File: src/verilog/sirqel_regs.svh
`ifndef SIRQEL_REGS_SVH
`define SIRQEL_REGS_SVH

// ----------------------------------------
// Register indices, byte address is index*4
// ----------------------------------------
`define SIRQEL_IDX_MODE   8'h40
`define SIRQEL_IDX_EXC    8'hf0
`define SIRQEL_IDX_CLK    8'hf1
`define SIRQEL_IDX_LOG    8'hf2

// ----------------------------------------
// Field positions
// ----------------------------------------
`define SIRQEL_B_EN       7
`define SIRQEL_B_MD       6
`define SIRQEL_F_FMT      5:2
`define SIRQEL_F_PW       1:0
`define SIRQEL_B_CHK_LK   5
`define SIRQEL_B_SMI_LK   4
`define SIRQEL_B_CHK_EN   1
`define SIRQEL_B_SMI_EN   0
`define SIRQEL_B_GATE     0
`define SIRQEL_F_FLAGS    3:0
`define SIRQEL_B_IDLE     3
`define SIRQEL_B_NPCHK    2
`define SIRQEL_B_ABORT    1
`define SIRQEL_B_UNCL     0

// ----------------------------------------
// Reset values and fixed codes
// ----------------------------------------
`define SIRQEL_RST_PW     2'h0
`define SIRQEL_RST_GATE   1'h1
`define SIRQEL_FMT_21     4'h4
`define SIRQEL_PW_4       2'h0
`define SIRQEL_PW_6       2'h1
`define SIRQEL_PW_8       2'h2

// ----------------------------------------
// Frame timing in clocks
// ----------------------------------------
`define SIRQEL_LEN_4      4'h4
`define SIRQEL_LEN_6      4'h6
`define SIRQEL_LEN_8      4'h8
`define SIRQEL_STOP_Q     4'h2
`define SIRQEL_STOP_C     4'h3
`define SIRQEL_SLOTS_LAST 5'h14
`define SIRQEL_SLOT_SMI   5'h03
`define SIRQEL_SLOT_CHK   5'h11
`define SIRQEL_PH_LAST    2'h2
`define SIRQEL_PH_SAMPLE  2'h2

`endif

File: src/verilog/sirqel_pkg.sv
`include "sirqel_regs.svh"

package sirqel_pkg;

	typedef enum logic [2:0] {
		SIRQEL_IDLE,
		SIRQEL_START,
		SIRQEL_RECOV,
		SIRQEL_TURN,
		SIRQEL_SLOT,
		SIRQEL_STOP,
		SIRQEL_SREC
	} sirqel_state_t;

	typedef struct packed {
		sirqel_state_t state;
		logic [3:0]    cnt;
		logic [4:0]    slot;
		logic [1:0]    phase;
		logic          en;
		logic          md;
		logic [1:0]    pw;
		logic          chk_en;
		logic          chk_lk;
		logic          smi_en;
		logic          smi_lk;
		logic          gate;
		logic          ack;
		logic [7:0]    rdata;
		logic          smi_n;
		logic          chk_n;
		logic          chk_evt;
		logic          drv;
		logic          oe;
	} sirqel_top_t;

	typedef struct packed {
		logic [3:0]  flags;
		logic [31:0] addr;
		logic        rd;
		logic        io;
	} sirqel_log_t;

	typedef struct packed {
		logic meta;
		logic sync;
	} sirqel_sync_t;

endpackage

File: src/verilog/sirqel_sync.sv
`timescale 1ns/1ps

module sirqel_sync
	import sirqel_pkg::*;
(
	// Clock and reset
	input  wire logic clk_sys,
	input  wire logic rst_b,
	// Pin side
	input  wire logic pin_in,
	// Synchronised level
	output logic      pin_sync
);

	sirqel_sync_t s_q;
	sirqel_sync_t s_d;

	always_comb
	begin
		s_d.meta = pin_in;
		s_d.sync = s_q.meta;
	end

	// Idle pin level is high
	always_ff @(posedge clk_sys or negedge rst_b)
	begin
		if (!rst_b)
			s_q <= '{meta: 1'b1, sync: 1'b1};
		else
			s_q <= s_d;
	end

	assign pin_sync = s_q.sync;

endmodule

File: src/verilog/sirqel_errlog.sv
`timescale 1ns/1ps
`include "sirqel_regs.svh"

module sirqel_errlog
	import sirqel_pkg::*;
(
	// Clock and eSPI reset
	input  wire logic        clk_sys,
	input  wire logic        espi_rst_b,
	// Events from the bridge
	input  wire logic        chk_evt,
	input  wire logic        lpc_busy,
	input  wire logic        lpc_nonposted,
	input  wire logic        lpc_abort,
	input  wire logic        lpc_unclaimed,
	input  wire logic        lpc_rd,
	input  wire logic        lpc_io,
	input  wire logic [31:0] lpc_addr,
	// Software clear mask
	input  wire logic [3:0]  clr,
	// Log contents
	output logic [3:0]       flags,
	output logic [31:0]      err_addr,
	output logic             err_rd,
	output logic             err_io
);

	sirqel_log_t s_q;
	sirqel_log_t s_d;
	logic [3:0]  set;

	always_comb
	begin
		set = 4'h0;
		set[`SIRQEL_B_IDLE]  = chk_evt & ~lpc_busy;
		set[`SIRQEL_B_NPCHK] = chk_evt & lpc_busy & lpc_nonposted;
		set[`SIRQEL_B_ABORT] = lpc_abort & lpc_nonposted;
		set[`SIRQEL_B_UNCL]  = lpc_unclaimed & lpc_nonposted;
		s_d = s_q;
		s_d.flags = (s_q.flags & ~clr) | set;
		if (|set[`SIRQEL_B_NPCHK:`SIRQEL_B_UNCL])
		begin
			s_d.addr = lpc_addr;
			s_d.rd   = lpc_rd;
			s_d.io   = lpc_io;
		end
	end

	always_ff @(posedge clk_sys or negedge espi_rst_b)
	begin
		if (!espi_rst_b)
			s_q <= '0;
		else
			s_q <= s_d;
	end

	assign flags    = s_q.flags;
	assign err_addr = s_q.addr;
	assign err_rd   = s_q.rd;
	assign err_io   = s_q.io;

endmodule

File: src/verilog/sirqel_top.sv
`timescale 1ns/1ps
`include "sirqel_regs.svh"

// What this block does
// - Serial IRQ frames run only while the enable bit is set, which is clear after reset.
// - Mode bit one runs continuous frames, zero runs quiet frames started by a peripheral.
// - Frames always hold 21 slots and a read-only field at bits 5 to 2 reads the fixed code.
// - Start pulse lasts 4, 6 or 8 clocks for width codes 00, 01, 10 in continuous mode, one clock less in quiet mode; 11 is reserved; 4 is the reset.
// - With the check enable set, slot 17 of each frame is sampled and passed on to eSPI.
// - With the management enable set, slot 3 is sampled and passed on as the SMI virtual wire.
// - Clock gate bit one, its reset value, keeps the circuits clocked; zero allows stopping when idle.
// - A check event while no LPC transfer runs sets the idle flag at bit 3 until cleared.
// - A check event during a non-posted transfer sets the flag at bit 2.
// - A non-posted transfer ending in an abort sync sets the flag at bit 1.
// - A non-posted transfer unclaimed or with an invalid sync sets the flag at bit 0.
// - Error flags stay set until software writes one to them; zero leaves them alone.
// - On an LPC error the direction, space and presented address are recorded.
module sirqel_top
	import sirqel_pkg::*;
(
	// Clock and resets
	input  wire logic        clk_sys,
	input  wire logic        rst_b,
	input  wire logic        espi_rst_b,
	// Avalon-MM slave
	input  wire logic [9:0]  avs_address,
	input  wire logic        avs_read,
	input  wire logic        avs_write,
	input  wire logic [31:0] avs_writedata,
	input  wire logic [3:0]  avs_byteenable,
	output logic [31:0]      avs_readdata,
	output logic             avs_waitrequest,
	// Serial IRQ open-drain pin
	input  wire logic        ser_irq_in,
	output logic             ser_irq_out,
	output logic             ser_irq_oe,
	// LPC transfer status
	input  wire logic        lpc_busy,
	input  wire logic        lpc_nonposted,
	input  wire logic        lpc_abort,
	input  wire logic        lpc_unclaimed,
	input  wire logic        lpc_rd,
	input  wire logic        lpc_io,
	input  wire logic [31:0] lpc_addr,
	// eSPI virtual wires
	output logic             espi_smi_n,
	output logic             espi_chk_n,
	output logic             espi_chk_evt,
	// Clock request and error capture
	output logic             ser_clk_req,
	output logic [31:0]      err_addr,
	output logic             err_rd,
	output logic             err_io
);

	sirqel_top_t s_q;
	sirqel_top_t s_d;
	logic        ser_s;
	logic        req;
	logic        wr_go;
	logic        rd_go;
	logic        hit_mode;
	logic        hit_exc;
	logic        hit_clk;
	logic        hit_log;
	logic [3:0]  log_clr;
	logic [3:0]  log_flags;
	logic [3:0]  start_len;
	logic [7:0]  wd;

	// ----------------------------------------
	// Pin synchroniser
	// ----------------------------------------
	sirqel_sync u_sync (
		.clk_sys  (clk_sys),
		.rst_b    (rst_b),
		.pin_in   (ser_irq_in),
		.pin_sync (ser_s)
	);

	// ----------------------------------------
	// Error log
	// ----------------------------------------
	sirqel_errlog u_log (
		.clk_sys       (clk_sys),
		.espi_rst_b    (espi_rst_b),
		.chk_evt       (s_q.chk_evt),
		.lpc_busy      (lpc_busy),
		.lpc_nonposted (lpc_nonposted),
		.lpc_abort     (lpc_abort),
		.lpc_unclaimed (lpc_unclaimed),
		.lpc_rd        (lpc_rd),
		.lpc_io        (lpc_io),
		.lpc_addr      (lpc_addr),
		.clr           (log_clr),
		.flags         (log_flags),
		.err_addr      (err_addr),
		.err_rd        (err_rd),
		.err_io        (err_io)
	);

	// ----------------------------------------
	// Bus decode
	// ----------------------------------------
	assign req      = avs_read | avs_write;
	assign wr_go    = avs_write & s_q.ack & avs_byteenable[0];
	assign rd_go    = avs_read & ~s_q.ack;
	assign wd       = avs_writedata[7:0];
	assign hit_mode = avs_address == {`SIRQEL_IDX_MODE, 2'b00};
	assign hit_exc  = avs_address == {`SIRQEL_IDX_EXC, 2'b00};
	assign hit_clk  = avs_address == {`SIRQEL_IDX_CLK, 2'b00};
	assign hit_log  = avs_address == {`SIRQEL_IDX_LOG, 2'b00};
	assign log_clr  = (wr_go && hit_log) ? wd[`SIRQEL_F_FLAGS] : 4'h0;

	always_comb
	begin
		if (s_q.pw == `SIRQEL_PW_6)
			start_len = `SIRQEL_LEN_6;
		else if (s_q.pw == `SIRQEL_PW_8)
			start_len = `SIRQEL_LEN_8;
		else
			start_len = `SIRQEL_LEN_4;
	end

	// ----------------------------------------
	// Next state
	// ----------------------------------------
	always_comb
	begin
		s_d         = s_q;
		s_d.ack     = req & ~s_q.ack;
		s_d.chk_evt = 1'b0;

		// Register writes
		if (wr_go && hit_mode)
		begin
			s_d.en = wd[`SIRQEL_B_EN];
			s_d.md = wd[`SIRQEL_B_MD];
			s_d.pw = wd[`SIRQEL_F_PW];
		end
		else if (wr_go && hit_exc)
		begin
			if (!s_q.chk_lk)
			begin
				s_d.chk_en = wd[`SIRQEL_B_CHK_EN];
				s_d.chk_lk = wd[`SIRQEL_B_CHK_LK];
			end
			if (!s_q.smi_lk)
			begin
				s_d.smi_en = wd[`SIRQEL_B_SMI_EN];
				s_d.smi_lk = wd[`SIRQEL_B_SMI_LK];
			end
		end
		else if (wr_go && hit_clk)
		begin
			s_d.gate = wd[`SIRQEL_B_GATE];
		end

		// Register reads
		if (rd_go)
		begin
			s_d.rdata = 8'h00;
			if (hit_mode)
			begin
				s_d.rdata[`SIRQEL_B_EN] = s_q.en;
				s_d.rdata[`SIRQEL_B_MD] = s_q.md;
				s_d.rdata[`SIRQEL_F_FMT] = `SIRQEL_FMT_21;
				s_d.rdata[`SIRQEL_F_PW]  = s_q.pw;
			end
			else if (hit_exc)
			begin
				s_d.rdata[`SIRQEL_B_CHK_LK] = s_q.chk_lk;
				s_d.rdata[`SIRQEL_B_SMI_LK] = s_q.smi_lk;
				s_d.rdata[`SIRQEL_B_CHK_EN] = s_q.chk_en;
				s_d.rdata[`SIRQEL_B_SMI_EN] = s_q.smi_en;
			end
			else if (hit_clk)
			begin
				s_d.rdata[`SIRQEL_B_GATE] = s_q.gate;
			end
			else if (hit_log)
			begin
				s_d.rdata[`SIRQEL_F_FLAGS] = log_flags;
			end
		end

		// Serial IRQ frame sequencer
		case (s_q.state)
			SIRQEL_IDLE:
			begin
				s_d.oe = 1'b0;
				// Own stop pulse still in the synchroniser
				if (s_q.cnt != 4'h0)
					s_d.cnt = s_q.cnt - 4'h1;
				if (s_q.en)
				begin
					if (s_q.md)
					begin
						s_d.state = SIRQEL_START;
						s_d.cnt   = start_len;
						s_d.oe    = 1'b1;
						s_d.drv   = 1'b0;
					end
					else if (!ser_s && s_q.cnt == 4'h0)
					begin
						s_d.state = SIRQEL_START;
						s_d.cnt   = start_len - 4'h1;
						s_d.oe    = 1'b1;
						s_d.drv   = 1'b0;
					end
				end
			end
			SIRQEL_START:
			begin
				if (s_q.cnt <= 4'h1)
				begin
					s_d.state = SIRQEL_RECOV;
					s_d.drv   = 1'b1;
				end
				else
					s_d.cnt = s_q.cnt - 4'h1;
			end
			SIRQEL_RECOV:
			begin
				s_d.oe    = 1'b0;
				s_d.state = SIRQEL_TURN;
			end
			SIRQEL_TURN:
			begin
				s_d.state = SIRQEL_SLOT;
				s_d.slot  = 5'h00;
				s_d.phase = 2'h0;
			end
			SIRQEL_SLOT:
			begin
				// Two clocks of sync lag land on phase 2
				if (s_q.phase == `SIRQEL_PH_SAMPLE)
				begin
					if (s_q.smi_en && s_q.slot == `SIRQEL_SLOT_SMI)
						s_d.smi_n = ser_s;
					if (s_q.chk_en && s_q.slot == `SIRQEL_SLOT_CHK)
					begin
						s_d.chk_n   = ser_s;
						s_d.chk_evt = ~ser_s;
					end
				end
				if (s_q.phase == `SIRQEL_PH_LAST)
				begin
					s_d.phase = 2'h0;
					s_d.slot  = s_q.slot + 5'h01;
					if (s_q.slot == `SIRQEL_SLOTS_LAST)
					begin
						s_d.state = SIRQEL_STOP;
						s_d.cnt   = s_q.md ? `SIRQEL_STOP_C : `SIRQEL_STOP_Q;
						s_d.oe    = 1'b1;
						s_d.drv   = 1'b0;
					end
				end
				else
					s_d.phase = s_q.phase + 2'h1;
			end
			SIRQEL_STOP:
			begin
				if (s_q.cnt <= 4'h1)
				begin
					s_d.state = SIRQEL_SREC;
					s_d.drv   = 1'b1;
				end
				else
					s_d.cnt = s_q.cnt - 4'h1;
			end
			SIRQEL_SREC:
			begin
				s_d.oe    = 1'b0;
				s_d.state = SIRQEL_IDLE;
			end
			default:
			begin
				s_d.state = SIRQEL_IDLE;
				s_d.oe    = 1'b0;
			end
		endcase

		if (!s_q.en)
		begin
			s_d.state = SIRQEL_IDLE;
			s_d.oe    = 1'b0;
			s_d.drv   = 1'b1;
		end
		if (!s_q.smi_en)
			s_d.smi_n = 1'b1;
		if (!s_q.chk_en)
			s_d.chk_n = 1'b1;
	end

	// ----------------------------------------
	// State register
	// ----------------------------------------
	// configuration on platform reset
	always_ff @(posedge clk_sys or negedge rst_b)
	begin
		if (!rst_b)
		begin
			s_q       <= '0;
			s_q.state <= SIRQEL_IDLE;
			s_q.pw    <= `SIRQEL_RST_PW;
			s_q.gate  <= `SIRQEL_RST_GATE;
			s_q.smi_n <= 1'b1;
			s_q.chk_n <= 1'b1;
			s_q.drv   <= 1'b1;
		end
		else
			s_q <= s_d;
	end

	// ----------------------------------------
	// Outputs
	// ----------------------------------------
	assign avs_waitrequest = req & ~s_q.ack;
	assign avs_readdata    = {24'h000000, s_q.rdata};
	assign ser_irq_out     = s_q.drv;
	assign ser_irq_oe      = s_q.oe;
	assign espi_smi_n      = s_q.smi_n;
	assign espi_chk_n      = s_q.chk_n;
	assign espi_chk_evt    = s_q.chk_evt;
	// clock request while gated on or busy
	assign ser_clk_req     = s_q.gate | (s_q.state != SIRQEL_IDLE);

endmodule

File: config.mk
export PLATFORM = sky130hd
export DESIGN_NAME = sirqel_top
export DESIGN_NICKNAME = d
export VERILOG_FILES = /design/src/verilog/sirqel_pkg.sv /design/src/verilog/sirqel_sync.sv /design/src/verilog/sirqel_errlog.sv /design/src/verilog/sirqel_top.sv
export VERILOG_INCLUDE_DIRS = /design/src /design/src/verilog
export SDC_FILE = /design/constraint.sdc
export NUM_CORES = 1
export LEC_CHECK = 0
export ABC_AREA = 1
export BUFFER_PORTS_ARGS = -buffer_cell sky130_fd_sc_hd__buf_2
export CORE_ASPECT_RATIO = 0.8
export CORE_MARGIN = 3
export CORE_UTILIZATION = 30
export DETAILED_ROUTE_END_ITERATION = 12
export SLEW_MARGIN = 20
export SYNTH_ARGS = -nofsm -noshare
export SYNTH_HDL_FRONTEND = slang
export SYNTH_HIERARCHICAL = 1
export SYNTH_SLANG_ARGS = --single-unit
File: constraint.sdc
create_clock -name clk_sys -period 2.8 [get_ports clk_sys]
set_input_delay 0.28 -clock clk_sys [delete_from_list [all_inputs] [get_ports clk_sys]]
set_output_delay 0.28 -clock clk_sys [all_outputs]
set_load 0.02 [all_outputs]
# Word level (Yosys, flattened, before mapping)

Index checks and enable logic that the tools add are counted.

Equal/unequal tests: 32
Mux-type cells: 42
Add/subtract/negate cells: 4
Bitwise gates (word level): 21
Magnitude comparators: 1
Reduce and logical (&&, ||, !) cells: 28

Operators with widths:

| cell                                             | number |
|---|---|
| == test 10 bit, second input constant            | 3 |
| two-way mux 7 bit                                | 4 |
| two-way mux 4 bit                                | 6 |
| two-way mux 2 bit                                | 11 |
| two-way mux 3 bit                                | 6 |
| case mux 3 bit (6 select lines)                  | 1 |
| AND reduction 3 bit                              | 6 |
| case mux 7 bit (2 select lines)                  | 1 |
| two-way mux 12 bit                               | 1 |
| != test 2 x 1 -> 1 bit, second input constant    | 6 |
| != test 3 bit, second input constant             | 4 |
| case mux 4 bit (3 select lines)                  | 1 |
| == test 10 x 9 -> 1 bit, second input constant   | 1 |
| == test 5 bit, second input constant             | 2 |
| AND reduction 5 bit                              | 2 |
| bitwise AND 1 bit                                | 9 |
| two-way mux 1 bit                                | 8 |
| != test 2 bit, second input constant             | 4 |
| subtractor 4 x 1 -> 4 bit, second input constant | 2 |
| logical AND 1 bit                                | 7 |
| NOT 1 bit                                        | 7 |
| == test 3 x 2 -> 1 bit, second input constant    | 2 |
| == test 3 bit, second input constant             | 2 |
| two-way mux 6 bit                                | 1 |
| 25 further kinds                                 | 31 |

Register bits after elaboration: 77
Output and inout port bits: 73
Word-level logic and storage cells: 153
Bits of input ports: 90

# Logic depth before layout (Yosys ltp)

Depth in word-level cells: 9
Depth in mapped cells: 10
Depth with buffers taken out: 10

# Hierarchy

The synthesis kept the hierarchy.

By module, submodules not included:

| module        | cells an instance | area an instance (sq um) | times used |
|---|---|---|---|
| sirqel_top    | 353               | 2536.2                   | 1 |
| sirqel_errlog | 163               | 1524.0                   | 1 |
| sirqel_sync   | 2                 | 52.6                     | 1 |

# Worst setup path before layout

OpenSTA, ideal clock, no wires.

Path type: register to register
Start point: reg s_q[30] (netlist bit)
End point: reg s_q[33] (netlist bit)
Data arrival time: 1.403 ns
Buffers on the path: 0
Required time: 2.679 ns
Setup slack: 1.276 ns
Setup time: 0.121 ns
Cell stages (with the launch flop): 9
Cell sequence: dfrtp_1 > inv_1 > ha_1 > o21ai_1 > nand2_1 > nand2_1 > nand2_1 > nor2_1 > a21oi_1

Longest elaborated chain between the ends: 6

Ends and longest elaborated chain:

| element                                                       | RTL line                                                | RTL |
|---|---|---|
| start: declaration                                            | sirqel_top.sv:56                                        | `sirqel_top_t s_q;` |
| subtractor 4 x 1 -> 4 bit, or another cell as far along       | sirqel_top.sv:194, sirqel_top.sv:221, sirqel_top.sv:270 |  |
| two-way mux 4 bit / logical AND 1 bit (equally long branches) | sirqel_top.sv:193, sirqel_top.sv:204                    |  |
| two-way mux 7 bit                                             | sirqel_top.sv:204                                       | `else if (!ser_s && s_q.cnt == 4'h0)` |
| two-way mux 7 bit                                             | sirqel_top.sv:197                                       | `if (s_q.md)` |
| two-way mux 7 bit                                             | sirqel_top.sv:195                                       | `if (s_q.en)` |
| case mux 4 bit (3 select lines)                               | sirqel_top.sv:188                                       | `case (s_q.state)` |

Parallel ways exist; a longest one is shown, timed or not. The select of a mux whose other input is x is not followed.
A chain may end at the register's enable or synchronous reset.

# Worst setup path after layout

Same ends and word-level chain as after synthesis.

==> flow_summary.json <==
{
  "outcome": "finished, final reports clean",
  "rsz0062_at_grt": "false",
  "instances_no_fill": 803,
  "max-slew-margin-rel": 0.404,
  "end_kind": "register",
  "routed_wl_um": 10200,
  "place_congestion": 0.869,
  "crit_fanout": 6,
  "p_per_area_nw_per_um2": 776,
  "worst_slack_ns": 1.03,
  "synth.top_cell.area_share": 0.432,
  "top_usage_layer": "met2",
  "fin_tns_setup_ns": 0,
  "layout-drive-gt1-share": 0.245,
  "dr.first_iter.drc_count": 233,
  "ant_nets": 0,
  "vdd_ir_drop_max_mv": 0.303,
  "rrSetupSlack_ns": 1.03,
  "numCtsBuffers": 9,
  "grtUsageTotal": 0.135,
  "cp.required_ns": 3.02,
  "start_util": 0.313,
  "synth-edff-count": 0,
  "skew_ns": 0.00599,
  "io_pins": 163,
  "ctsResizeCount": 0,
  "period_share": 0.633,
  "final_nets": 721,
  "grt_pass1_wl_um": 16600,
  "async_flop_share": 1.00,
  "avgSynthCellArea_um2": 7.94,
  "clk_pin_slew_worst_paths_ns": 0.06,
  "placed_area_um2": 4680,
  "grt_util_met2": 0.216,
  "layout_common_cells": "146 x nand2_1, 111 x buf_2, 72 x nand3_1",
  "netlist_area_um2": 4110,
  "synth_area_leaders": "dfrtp_1 43%, nand2_1 13%, nand3_1 8.8%",
  "yosysTopAreaCell": "dfrtp_1",
  "dpl.cell_count": 787,
  "via_per_inst": 4.46,
  "hold_depth": 1,
  "io_buffers": 111,
  "root_buffer": "clkbuf_16",
  "crit_type": "register to register",
  "antenna_found_initial": 0,
  "reg2regPathDepth": 8,
  "vias": 3584,
  "area_delta_synth_final_pct": 22.5,
  "gr-total-overflow": 0,
  "post-route-min-period_ns": 1.77,
  "grt_pass1_vias": 3374,
  "total_power_mw": 3.91,
  "hold_viol_final": 0,
  "ys_seq_area_frac": 0.470,
  "final_util": 0.383,
  "nFillCells": 1394,
  "hp-start": "ser_irq_in",
  "avgRoutedWirePerCell_um": 12.7,
  "drv_slew": 0,
  "synthFlopType": "dfrtp_1",
  "ys_types": 37,
  "die_w_um": 137,
  "finish.instance_area_um2": 5040,
  "grt_use_met1": 0.181,
  "clock_tree.buffer_depth": 2,
  "htree_num_levels": 3,
  "reg2reg_from": "s_q[30]$_DFFE_PN0P_",
  "grt_max_degree": 40,
  "max_freq_ghz": 0.565,
  "place_ws_ns": 1.07,
  "antenna_cells": 0,
  "die-area_um2": 15200,
  "postCtsSetupRepairBufs": 0,
  "clock_sinks": 77,
  "num_rows": 37,
  "r2r_end": "s_q[33]$_DFFE_PN0P_",
  "firstDrtPassIters": 4,
  "post-dp-hpwl_um": 7750,
  "hold_buffers": 0,
  "whs_endpoint": "u_sync/s_d[0]$_DFF_PN1_",
  "setup_viol": 0,
  "clk_latency_ns": 0.33,
  "dieHeight_um": 111,
  "hold_ws_ns": 0.0439,
  "met3_usage": 0.0304,
  "cts_tree": "done",
  "ys_ff_latch": 77,
  "cp.arrival_ns": 1.99,
  "hp-class": "input pin to register",
  "yosys_warnings": 6,
  "core-area_um2": 13100,
  "synth_cells": 518,
  "leakage_nw": 2.76,
  "startpoint_type": "register",
  "drv_cap": 0,
  "drc": 0,
  "layout_commonest_cell": "nand2_1",
  "tightest_slew_ns": 0.893
}
flip-flops by register name, indices dropped and copies added, names as in the netlist:
| signal | cells |
|---|---|
| espi_chk_evt | 1 |
| u_sync/pin_sync | 1 |
| u_sync/s_d | 1 |
| s_q | 24 |
| avs_readdata | 8 |
| u_log/err_addr | 32 |
| espi_chk_n | 1 |
| u_log/flags | 4 |
| u_log/err_rd | 1 |
| ser_irq_out | 1 |
| u_log/err_io | 1 |
| ser_irq_oe | 1 |
| espi_smi_n | 1 |
worst max path at each step:
stage                     slack [ns]                   to  depth (start not counted)           startpoint
final                           1.03  s_q[33]$_DFFE_PN0P_                          8  s_q[30]$_DFFE_PN0P_
after global routing            0.76  s_q[32]$_DFFE_PN0P_                          8  s_q[30]$_DFFE_PN0P_
after CTS                       1.05  s_q[33]$_DFFE_PN0P_                          8  s_q[30]$_DFFE_PN0P_
after detailed placement        1.07  s_q[33]$_DFFE_PN0P_                          8  s_q[30]$_DFFE_PN0P_
after global placement          1.07  s_q[33]$_DFFE_PN0P_                          8  s_q[30]$_DFFE_PN0P_
after floorplan                 1.28  s_q[33]$_DFFE_PN0P_                          8  s_q[30]$_DFFE_PN0P_
report_power, final:
| group | leakage [nW] | switching (mW) | internal, mW |
|---|---|---|---|
| sequential | 0.921 | 0.138 | 1.28 |
| combinational | 1.66 | 0.727 | 0.392 |
| clock | 0.172 | 0.455 | 0.921 |
| total | 2.76 | 1.32 | 2.59 |
Yosys cell counts (2+ instances only):
cell,number
a21oi_1,15
buf_2,7
buf_4,32
buf_6,3
dfrtp_1,71
dfstp_2,6
ha_1,8
inv_1,54
nand2_1,146
nand2_2,2
nand2_4,3
nand3_1,72
nand4_1,4
nor2_1,42
nor2_2,3
nor2_4,5
nor3_1,3
o21ai_0,19
o21ai_1,3
o22ai_1,2
xor2_1,2
layer usage:
metal,part of all wire,vias to the layer above,wire [um]
li1,-,1810,-
met3,0.059,15,605
met5,0,-,0
met1,0.46,1662,4650
met2,0.47,97,4770
met4,0.017,0,174
worst max-delay path: stages (launching register included):
cell	delay (ns)
dfrtp_1	0.41
inv_1	0.10
ha_1	0.28
o21ai_1	0.28
nand2_1	0.11
nand2_1	0.16
nand2_1	0.12
nor2_1	0.11
a21oi_1	0.07
layout make-up:
| class | count | area [um2] | area share |
|---|---|---|---|
| clock inverters | 5 | 106 | 0.0211 |
| inverters | 57 | 216 | 0.0430 |
| flip-flops and latches | 77 | 1930 | 0.384 |
| clock buffers | 11 | 253 | 0.0502 |
| well taps | 175 | 219 | 0.0435 |
| repair buffers | 113 | 571 | 0.113 |
| multi-input cells | 365 | 1740 | 0.345 |
cell families after synthesis:
| group | after synthesis | share of synthesized area |
|---|---|---|
| adder cells (fa/ha/maj) | 8 | 0.0243 |
| flip-flops | 77 | 0.470 |
| other | 1 | 0.000912 |
| AO/OA/AOI/OAI | 45 | 0.0593 |
| XOR/XNOR | 3 | 0.00639 |
| AND/OR/NAND/NOR | 285 | 0.311 |
| buffers and inverters | 99 | 0.128 |
Power figures use the tool's default switching activity.
